==> src/core/cjx_consts.svh <==
// Offsets, field positions, codes and timing figures of the jump block
`ifndef CJX_CONSTS_SVH
`define CJX_CONSTS_SVH
`define CJX_CLK_NS 10
`define CJX_T56_US 56
`define CJX_T52_US 52
`define CJX_T41_US 41
`define CJX_T40_US 40
`define CJX_T36_US 36
`define CJX_T29_US 29
`define CJX_T20_US 20
`define CJX_OP_EXF 6'h38
`define CJX_OP_SENSE 6'h3C
`define CJX_OP_SWJ 6'h3D
`define CJX_OP_SWS 6'h3E
`define CJX_REG_CTRL 4'h0
`define CJX_REG_STAT 4'h4
`define CJX_REG_EFC 4'h8
`define CJX_REG_PADR 4'hC
`define CJX_CTRL_TRACE 0
`define CJX_CTRL_RUN 1
`define CJX_STAT_SEND 0
`define CJX_STAT_HOLD 1
`define CJX_STAT_HUNG 2
`define CJX_STAT_BUSY 3
`define CJX_STAT_HALT 4
`define CJX_STAT_TRACE 5
`define CJX_TRACE_SLOT 15'h0000
`define CJX_MON_ENTRY 15'h0001
`endif

==> src/core/cjx_pkg.sv <==
// Types shared by the jump and external function block
package cjx_pkg;
   typedef enum logic [1:0] {
      CJX_IDLE = 2'b00,
      CJX_EXEC = 2'b01,
      CJX_EXF = 2'b10,
      CJX_HANG = 2'b11
   } cjx_state_t;
   typedef enum logic [1:0] {
      CJX_NOJ = 2'b00,
      CJX_NORM = 2'b01,
      CJX_RET = 2'b10,
      CJX_TRC = 2'b11
   } cjx_jump_t;
   typedef struct packed {
      logic [5:0] opcode;
      logic [2:0] m;
      logic [2:0] b;
      logic [14:0] y;
   } cjx_instr_t;
   typedef struct packed {
      logic [14:0] next_p;
      logic st_en;
      logic [14:0] st_addr;
      logic [14:0] st_data;
   } cjx_result_t;
endpackage

==> src/core/cjx_core.sv <==
// Conditional jump, switch stop and external function execution unit
`timescale 1ns/100ps
`include "cjx_consts.svh"
module cjx_core #(
   parameter int T56_CYC = `CJX_T56_US * 1000 / `CJX_CLK_NS,
   parameter int T52_CYC = `CJX_T52_US * 1000 / `CJX_CLK_NS,
   parameter int T41_CYC = `CJX_T41_US * 1000 / `CJX_CLK_NS,
   parameter int T40_CYC = `CJX_T40_US * 1000 / `CJX_CLK_NS,
   parameter int T36_CYC = `CJX_T36_US * 1000 / `CJX_CLK_NS,
   parameter int T29_CYC = `CJX_T29_US * 1000 / `CJX_CLK_NS,
   parameter int T20_CYC = `CJX_T20_US * 1000 / `CJX_CLK_NS
) (
   input wire logic sys_clk,
   input wire logic arst_n,
   input wire logic [3:0] avs_address,
   input wire logic avs_read,
   input wire logic avs_write,
   input wire logic [31:0] avs_writedata,
   output logic [31:0] avs_readdata,
   output logic avs_waitrequest,
   input wire logic issue_valid,
   input wire cjx_pkg::cjx_instr_t issue_instr,
   input wire logic [14:0] issue_p,
   input wire logic [14:0] index_val,
   input wire logic rpt_active,
   output logic issue_ready,
   input wire logic [2:0] jump_sw,
   input wire logic [2:0] stop_sw,
   input wire logic ext_sense,
   input wire logic in_full,
   input wire logic out_empty,
   input wire logic trace_set,
   output cjx_pkg::cjx_result_t res,
   output logic done,
   output logic rpt_end,
   output logic halted,
   output cjx_pkg::cjx_instr_t u_instr,
   output logic [14:0] ef_code,
   output logic ef_send,
   input wire logic ef_resume,
   input wire logic ef_hold,
   input wire logic io_done,
   output logic ef_hung
);

   // Pick one of four conditions by the low modifier bits
   function automatic logic cjx_pick(
      input logic [1:0] sel,
      input logic c0,
      input logic c1,
      input logic c2,
      input logic c3
   );
      logic r;
      case (sel)
         2'h0: r = c0;
         2'h1: r = c1;
         2'h2: r = c2;
         default: r = c3;
      endcase
      return r;
   endfunction

   // Operand address, index-modified when a designator is given
   function automatic logic [14:0] cjx_operand(
      input logic [2:0] b,
      input logic [14:0] y,
      input logic [14:0] idx
   );
      logic [14:0] a;
      a = (b != 3'h0) ? 15'(y + idx) : y;
      return a;
   endfunction

   function automatic logic [12:0] cjx_cnt(input int cyc);
      logic [12:0] c;
      c = (cyc > 1) ? 13'(cyc - 1) : 13'h0000;
      return c;
   endfunction

   cjx_pkg::cjx_state_t state_r;
   cjx_pkg::cjx_jump_t kind_r;
   cjx_pkg::cjx_jump_t kind_nxt;
   logic [12:0] cnt_r;
   logic [12:0] cnt_nxt;
   logic [14:0] y_r;
   logic [14:0] ret_r;
   logic stop_r;
   logic stop_nxt;
   logic take;
   logic rpt_stop;
   logic [14:0] opnd;
   logic accept;
   logic is_jmp;
   logic is_exf;
   logic lock;
   logic trace_r;
   logic hold_r;
   logic ack_r;
   logic bus_req;
   logic wr_ctrl;
   logic [31:0] rd_nxt;
   logic [5:0] st_bits;

   assign opnd = cjx_operand(issue_instr.b, issue_instr.y, index_val);
   assign accept = issue_valid && issue_ready;
   assign is_exf = issue_instr.opcode == `CJX_OP_EXF;
   assign is_jmp = issue_instr.opcode == `CJX_OP_SENSE
      || issue_instr.opcode == `CJX_OP_SWJ
      || issue_instr.opcode == `CJX_OP_SWS;
   assign lock = ef_send || hold_r || ef_hung;
   assign bus_req = avs_read || avs_write;
   assign wr_ctrl = avs_write && ack_r && avs_address == `CJX_REG_CTRL;

   // Jump decision, taken on the switch and status levels at issue
   always_comb
   begin
      take = 1'b0;
      stop_nxt = 1'b0;
      rpt_stop = 1'b0;
      cnt_nxt = cjx_cnt(T40_CYC);
      case (issue_instr.opcode)
         `CJX_OP_SENSE:
         begin
            take = cjx_pick(issue_instr.m[1:0], ext_sense, in_full,
               out_empty, !lock);
            rpt_stop = take;
            if (take && (issue_instr.m[2] || trace_r))
               cnt_nxt = cjx_cnt(T56_CYC);
         end
         `CJX_OP_SWJ:
         begin
            take = cjx_pick(issue_instr.m[1:0], 1'b1, jump_sw[0],
               jump_sw[1], jump_sw[2]);
            rpt_stop = take;
            if (!take && rpt_active)
               cnt_nxt = cjx_cnt(T20_CYC);
            else if (take && (issue_instr.m[2] || trace_r))
               cnt_nxt = cjx_cnt(T56_CYC);
         end
         `CJX_OP_SWS:
         begin
            take = 1'b1;
            stop_nxt = cjx_pick(issue_instr.m[1:0], 1'b1, stop_sw[0],
               stop_sw[1], stop_sw[2]);
            rpt_stop = 1'b1;
            if (issue_instr.m[2])
               cnt_nxt = (stop_nxt && issue_instr.m[1:0] != 2'h0)
                  ? cjx_cnt(T41_CYC) : cjx_cnt(T52_CYC);
            else
               cnt_nxt = (stop_nxt && issue_instr.m[1:0] != 2'h0)
                  ? cjx_cnt(T29_CYC) : cjx_cnt(T36_CYC);
         end
         default:
         begin
            take = 1'b0;
         end
      endcase
      if (!take)
         kind_nxt = cjx_pkg::CJX_NOJ;
      else if (trace_r)
         kind_nxt = cjx_pkg::CJX_TRC;
      else if (issue_instr.m[2])
         kind_nxt = cjx_pkg::CJX_RET;
      else
         kind_nxt = cjx_pkg::CJX_NORM;
   end

   // Instruction sequencing, jump completion and function handshake
   always_ff @(posedge sys_clk or negedge arst_n)
   begin
      if (!arst_n)
      begin
         state_r <= cjx_pkg::CJX_IDLE;
         kind_r <= cjx_pkg::CJX_NOJ;
         cnt_r <= 13'h0000;
         y_r <= 15'h0000;
         ret_r <= 15'h0000;
         stop_r <= 1'b0;
         issue_ready <= 1'b1;
         done <= 1'b0;
         rpt_end <= 1'b0;
         halted <= 1'b0;
         res <= '0;
         u_instr <= '0;
         ef_code <= 15'h0000;
         ef_send <= 1'b0;
         ef_hung <= 1'b0;
      end
      else
      begin
         done <= 1'b0;
         rpt_end <= 1'b0;
         case (state_r)
            cjx_pkg::CJX_IDLE:
            begin
               if (halted && wr_ctrl && avs_writedata[`CJX_CTRL_RUN])
               begin
                  halted <= 1'b0;
                  issue_ready <= 1'b1;
               end
               else if (accept)
               begin
                  issue_ready <= 1'b0;
                  u_instr <= issue_instr;
                  y_r <= opnd;
                  ret_r <= 15'(issue_p + 15'h0001);
                  if (is_exf && hold_r)
                  begin
                     state_r <= cjx_pkg::CJX_HANG;
                     ef_hung <= 1'b1;
                  end
                  else if (is_exf)
                  begin
                     ef_code <= opnd;
                     ef_send <= 1'b1;
                     state_r <= cjx_pkg::CJX_EXF;
                  end
                  else if (is_jmp)
                  begin
                     kind_r <= kind_nxt;
                     stop_r <= stop_nxt;
                     cnt_r <= cnt_nxt;
                     rpt_end <= rpt_active && rpt_stop;
                     state_r <= cjx_pkg::CJX_EXEC;
                  end
                  else
                  begin
                     issue_ready <= 1'b1;
                  end
               end
            end
            cjx_pkg::CJX_EXEC:
            begin
               if (cnt_r != 13'h0000)
                  cnt_r <= cnt_r - 13'h0001;
               else
               begin
                  done <= 1'b1;
                  state_r <= cjx_pkg::CJX_IDLE;
                  res.st_en <= 1'b0;
                  res.st_addr <= y_r;
                  res.st_data <= ret_r;
                  case (kind_r)
                     cjx_pkg::CJX_NORM:
                        res.next_p <= y_r;
                     cjx_pkg::CJX_RET:
                     begin
                        res.st_en <= 1'b1;
                        res.next_p <= 15'(y_r + 15'h0001);
                     end
                     cjx_pkg::CJX_TRC:
                     begin
                        res.st_en <= 1'b1;
                        res.st_addr <= `CJX_TRACE_SLOT;
                        res.next_p <= `CJX_MON_ENTRY;
                     end
                     default:
                        res.next_p <= ret_r;
                  endcase
                  halted <= stop_r;
                  issue_ready <= !stop_r;
               end
            end
            cjx_pkg::CJX_EXF:
            begin
               if (ef_resume)
               begin
                  ef_send <= 1'b0;
                  done <= 1'b1;
                  res.st_en <= 1'b0;
                  res.next_p <= ret_r;
                  issue_ready <= 1'b1;
                  state_r <= cjx_pkg::CJX_IDLE;
               end
            end
            cjx_pkg::CJX_HANG:
            begin
               state_r <= cjx_pkg::CJX_HANG;
            end
            default:
            begin
               state_r <= cjx_pkg::CJX_IDLE;
            end
         endcase
      end
   end

   // Lock held past resume by functions that wait for an I/O instruction
   always_ff @(posedge sys_clk or negedge arst_n)
   begin
      if (!arst_n)
         hold_r <= 1'b0;
      else if (state_r == cjx_pkg::CJX_EXF && ef_resume && ef_hold)
         hold_r <= 1'b1;
      else if (io_done)
         hold_r <= 1'b0;
   end

   // Trace flag: set by console or software, cleared by the traced jump
   always_ff @(posedge sys_clk or negedge arst_n)
   begin
      if (!arst_n)
         trace_r <= 1'b0;
      else if (trace_set || (wr_ctrl && avs_writedata[`CJX_CTRL_TRACE]))
         trace_r <= 1'b1;
      else if (accept && is_jmp && kind_nxt == cjx_pkg::CJX_TRC)
         trace_r <= 1'b0;
   end

   // Register read multiplexer
   always_comb
   begin
      st_bits = 6'h00;
      st_bits[`CJX_STAT_SEND] = ef_send;
      st_bits[`CJX_STAT_HOLD] = hold_r;
      st_bits[`CJX_STAT_HUNG] = ef_hung;
      st_bits[`CJX_STAT_BUSY] = state_r != cjx_pkg::CJX_IDLE;
      st_bits[`CJX_STAT_HALT] = halted;
      st_bits[`CJX_STAT_TRACE] = trace_r;
      case (avs_address)
         `CJX_REG_CTRL:
            rd_nxt = {30'h00000000, halted, trace_r};
         `CJX_REG_STAT:
            rd_nxt = {26'h0000000, st_bits};
         `CJX_REG_EFC:
            rd_nxt = {17'h00000, ef_code};
         `CJX_REG_PADR:
            rd_nxt = {17'h00000, res.next_p};
         default:
            rd_nxt = 32'h00000000;
      endcase
   end

   // Avalon slave: one wait cycle, answer on the second edge
   always_ff @(posedge sys_clk or negedge arst_n)
   begin
      if (!arst_n)
      begin
         ack_r <= 1'b0;
         avs_waitrequest <= 1'b1;
         avs_readdata <= 32'h00000000;
      end
      else
      begin
         ack_r <= bus_req && !ack_r;
         avs_waitrequest <= !(bus_req && !ack_r);
         if (avs_read && !ack_r)
            avs_readdata <= rd_nxt;
      end
   end

endmodule

==> config.mk <==
export PLATFORM = sky130hd
export DESIGN_NAME = cjx_core
export DESIGN_NICKNAME = d
export VERILOG_FILES = /design/src/core/cjx_pkg.sv /design/src/core/cjx_core.sv
export VERILOG_INCLUDE_DIRS = /design/src /design/src/core
export SDC_FILE = /design/constraint.sdc
export NUM_CORES = 1
export LEC_CHECK = 0
export BUFFER_PORTS_ARGS = -buffer_cell sky130_fd_sc_hd__buf_2
export CORE_MARGIN = 2
export CORE_UTILIZATION = 48
export CTS_CLUSTER_DIAMETER = 50
export CTS_CLUSTER_SIZE = 12
export DETAILED_ROUTE_END_ITERATION = 7
export PLACE_DENSITY = 0.77
export SLEW_MARGIN = 10
export SYNTH_ARGS = -nofsm -noshare
export SYNTH_HDL_FRONTEND = slang
export SYNTH_SLANG_ARGS = --single-unit
==> constraint.sdc <==
create_clock -name sys_clk -period 2.17 [get_ports sys_clk]
set_input_delay 0.651 -clock sys_clk [delete_from_list [all_inputs] [get_ports sys_clk]]
set_output_delay 0.651 -clock sys_clk [all_outputs]
set_load 0.02 [all_outputs]
== Yosys cells after proc, flatten, opt, wreduce, memory -nomap -nowiden ==
Index checks and enable logic that the tools add are counted.
Word-level totals
  input port bits: 112
  output and inout port bits: 127
  flip-flop bits (word level): 178
Operators by class
  reductions and logical operators: 55
  multiplexer cells: 71
  eq/ne operators: 28
  $add $sub $neg: 4
  bitwise logic cells: 4
Operator list (number)
  $mux 13: 10
  $pmux 15 s4: 1
  $mux 46: 1
  $pmux 15 s3: 1
  $pmux 13 s3: 1
  $pmux 16 s2: 1
  $mux 1: 31
  $add 15x1->15 const B: 2
  $mux 15: 2
  $pmux 13 s2: 1
  $eq 6x6->1 const B: 4
  $mux 11: 2
  $mux 2: 10
  $ne 2x2->1 const B: 10
  $logic_and 1x1->1: 18
  $mux 16: 1
  $add 15x15->15: 1
  $pmux 1 s3: 5
  $reduce_bool 2->1: 7
  $reduce_bool 13->1: 1
  $sub 13x1->13 const B: 1
  $eq 2x2->1 const B: 6
  $reduce_and 6->1: 2
  $reduce_and 5->1: 2
  other kinds (18): 41

== Logic depth before layout (Yosys ltp) ==
  depth in word-level cells: 14
  mapped depth: 10

== Worst setup path after synthesis ==
OpenSTA, ideal clock, no wires.
  path kind: input to register
  start point: in issue_instr[5] (netlist name)
  end point: reg ef_code[10]
  setup slack: -370 ps
  stages: 7
  library setup time: 136 ps
  arrival: 2404 ps
  cells stage by stage: ha_1 > and2_1 > a311oi_1 > a21oi_1 > or3_1 > a31oi_1 > o21ai_0
Between the ends
  longest elaborated chain between the ends: 2
Ends and longest elaborated chain
  start: declaration: line cjx_core.sv:22  | input wire cjx_pkg::cjx_instr_t issue_instr,
  $add 15x15->15: line cjx_core.sv:71  | a = (b != 3'h0) ? 15'(y + idx) : y;
  $mux 15: line cjx_core.sv:71
  end signal: assignment: line cjx_core.sv:215  | ef_code <= opnd;
  end: declaration: line cjx_core.sv:38  | output logic [14:0] ef_code,
Every way passes these cells.
A chain may end at the register's enable or synchronous reset.

== Worst setup path after layout ==
  start point: reg cnt_r[0]
  end point: reg cnt_r[3]
Between the ends
  longest elaborated chain between the ends: 3
  elaborated cells between the ends (all ways): 6
  those cells by class: 1 x add/sub; 1 x eq/ne; 2 x mux; 2 x reduce/logical
Ends and longest elaborated chain
  start: declaration: line cjx_core.sv:84  | logic [12:0] cnt_r;
  start signal: assignment: line cjx_core.sv:223  | cnt_r <= cnt_nxt;
  start signal: assignment: line cjx_core.sv:236  | cnt_r <= cnt_r - 13'h0001;
  $sub 13x1->13 or $reduce_bool 13->1 (tied branches): line cjx_core.sv:236, cjx_core.sv:235
  $mux 13 or $ne 2x2->1 (tied branches)
  $pmux 13 s2 or $reduce_and 7->1 (tied branches)
Several ways; a longest one is shown, not always the timed one. The select of a mux whose other input is x is not followed.

==> flow_summary.ini <==
[grt]
grt_max_degree = 58
antenna_found_initial = 0
grt.total_usage_pct = 28.2
grt-ovfl-total = 0
grt_pass1_wl_um = 44300
grt_pass1_vias = 8536

[clock_tree]
root_buffer = clkbuf_16
clkTransAtPathRegs_ns = 0.07
numCtsBuffers = 17
clockBufferDepth = 2
clock-sinks = 161
cts_tree = yes
clock_latency_ns = 0.44
cts_max_level = 4

[status]
violations = setup timing
outcome = complete, but fails checks

[detailed_routing]
ant_nets = 0
drt_wl_total_um = 28700
first_pass_iters = 6
drt_iter0_markers = 647
vias = 9045
vias_per_cell = 5.69
drc = 0
routed_wire_length_per_instance_um = 18.1

[setup_path]
crit_path_max_fanout = 5
cp.required_ns = 2.49
cp-end-kind = flip-flop
critPathArrivalTime_ns = 2.54
startpoint_type = flip-flop
path_class = flip-flop to flip-flop

[floorplan]
dieArea_um2 = 20000
ios = 239
die_w_um = 142
initial_core_util_pct = 48.7
die_h_um = 142
rows = 50
core_area_um2 = 18600

[layout]
diodes = 0
drive_gt1_share_pct = 34.5
fin_nets = 1481
area_delta_synth_final_pct = 36.2
post-route-util_pct = 66.3

[synth]
async_reset_ff_share_pct = 100
netlist_area_um2 = 9080
yosys_warnings = 0
dominantRegCellSynth = dfrtp_1
syn_avg_cell_area_um2 = 8.89
synth_seq_cells = 161
yosysUniqueCellTypes = 78
syn_inst = 1022
synth-seq-area-share_pct = 44.4
synth_edf_count = 0

[sta]
relSlewSlack_pct = 66.1
rsz0062_at_grt = yes
drv_slew = 0
clock.fmax_mhz = 450
setup_viol = 7
post-route-period-util_pct = 102
hold_violations = 0
period_minus_slack_ns = 2.22
worst_pin_slew_ns = 0.508
skew_ns = 0.0162
fin_setup_tns_ns = -0.182
worst_slack_ns = -0.0506
fin_hold_ws_ns = 0.116

[power_and_ir_drop]
power_density_nw_per_um2 = 1050
p_total_mw = 13.0
leakage_nw = 6.15
peakVddDrop_mv = 0.707

[flow_run]
maxCapViolCount = 0

[place]
portBuffers = 191
gp_congestion = 0.945
dp_hpwl_um = 21200
post-place-ws_ns = -0.388

[hold_path]
hp-class = primary input to async pin
==> registers in the layout, indices dropped and copies added (netlist names), 2 cells and up <==
register,count
avs_readdata,15
cnt_r,13
ef_code,15
kind_r,2
res,46
ret_r,15
state_r,2
u_instr,27
y_r,15
==> synthesized netlist by cell type, types with 10 or more instances <==
cell type  instances  area share [%]
a21o_1            14             1.2
o21ai_0          104             5.7
nand3_1           27             1.5
a21oi_1           45             2.5
a22oi_1           28             2.3
nor2_1            54             2.2
nor2b_1           10            0.69
nor3_1            21             1.2
mux2i_1           17             1.9
nand2_1          213             8.8
mux2_2            17             2.1
inv_1             23            0.95
buf_4             18             1.5
dfrtp_1          159              44
ha_1              25             3.4
and3_1            11            0.76
xnor2_1           12             1.2
xor2_1            16             1.5
or3_1             11            0.76
clkbuf_1          45             1.9
==> worst max-delay path, cell delays in order, from the launching register on <==
cell and delay [ns]:
dfrtp_1 0.39, inv_2 0.10, ha_4 0.13, or3b_4 0.39, nor4b_4 0.29, a31o_4 0.24
or2_4 0.18, o21ai_1 0.09, a221o_1 0.30
==> final timing paths <==
path / end / slack (ns) / start / depth (start not counted)
worst min-delay path: u_instr[6]$_DFFE_PN0P_ / 0.12 / arst_n / 1
worst max register to register: cnt_r[3]$_DFFE_PN0P_ / -0.05 / cnt_r[0]$_DFFE_PN0P_ / 8
worst max-delay path: cnt_r[3]$_DFFE_PN0P_ / -0.05 / cnt_r[0]$_DFFE_PN0P_ / 8
worst min register to register: u_instr[24]$_DFFE_PN0P_ / 0.47 / u_instr[24]$_DFFE_PN0P_ / 2
min in group sys_clk: hold_r$_DFFE_PN0P_ / 0.39 / io_done / 2
max in group asynchronous: avs_waitrequest$_DFF_PN1_ / 1.39 / arst_n / 2
==> through the flow <==
stage / instance area (um2) / instances
2_1_floorplan: 9320 / 1038
3_3_place_gp: 11500 / 1546
3_5_place_dp: 11500 / 1546
4_1_cts: 12100 / 1584
5_1_grt: 12400 / 1590
6_report: 12400 / 1590
==> per-layer routing <==
metal / part of all wire, % / routed length, um / track usage [%]
met1: 45 / 12800 / 39.1
met2: 47 / 13400 / 45.0
met3: 6.1 / 1740 / 4.52
met4: 2.9 / 828 / 10.2
met5: 0 / 0 / 0
==> final cells by class <==
type	instances	area (um2)
clock inverter	15	163
tap	234	293
sequential	161	4030
inverter	23	86.3
multi-input combinational	783	5000
clock buffer	17	425
timing repair buffer	357	2370
fill	1494	6270
==> power breakdown <==
group,leakage (nW),internal (mW),switching [mW]
Clock,0.285,1.54,1.43
Sequential,2.07,3.85,0.951
Combinational,3.79,2.23,3.01
Total,6.15,7.62,5.39
==> cell families (layout without fill, tap and decap cells) <==
| kind of cell | count (synthesis) | after routing | synth area share (%) |
|---|---|---|---|
| other | 1 | 17 | 0.0413 |
| multiplexers | 44 | 44 | 5.47 |
| XOR/XNOR | 28 | 28 | 2.70 |
| AND/OR/NAND/NOR | 401 | 402 | 20.3 |
| flip-flops | 161 | 161 | 44.4 |
| AO/OA/AOI/OAI | 266 | 266 | 18.6 |
| adder cells (fa/ha/maj) | 26 | 26 | 3.66 |
| buffers and inverters | 95 | 412 | 4.89 |
==> placed cells by master (no fill, tap or decap), types with 16 or more instances in the layout <==
master     count
clkbuf_16     19
ha_1          18
mux2_2        17
nor2_1        53
inv_1         21
conb_1        17
xor2_1        16
nand3_1       27
buf_4        152
nand2_1      210
o21ai_0       99
buf_2        190
a21oi_1       43
mux2i_1       17
dfrtp_1      159
nor3_1        18
a22oi_1       28
==> repair_timing <==
item	CTS	global route
buffers inserted	5	4
endpoints found under the setup margin	26	58
resized for setup	8	28
pin swaps	3	4
hold buffers	0	0
cloned	1	2
endpoints found under the hold margin	0	0
(Power assumes the default switching activity.)
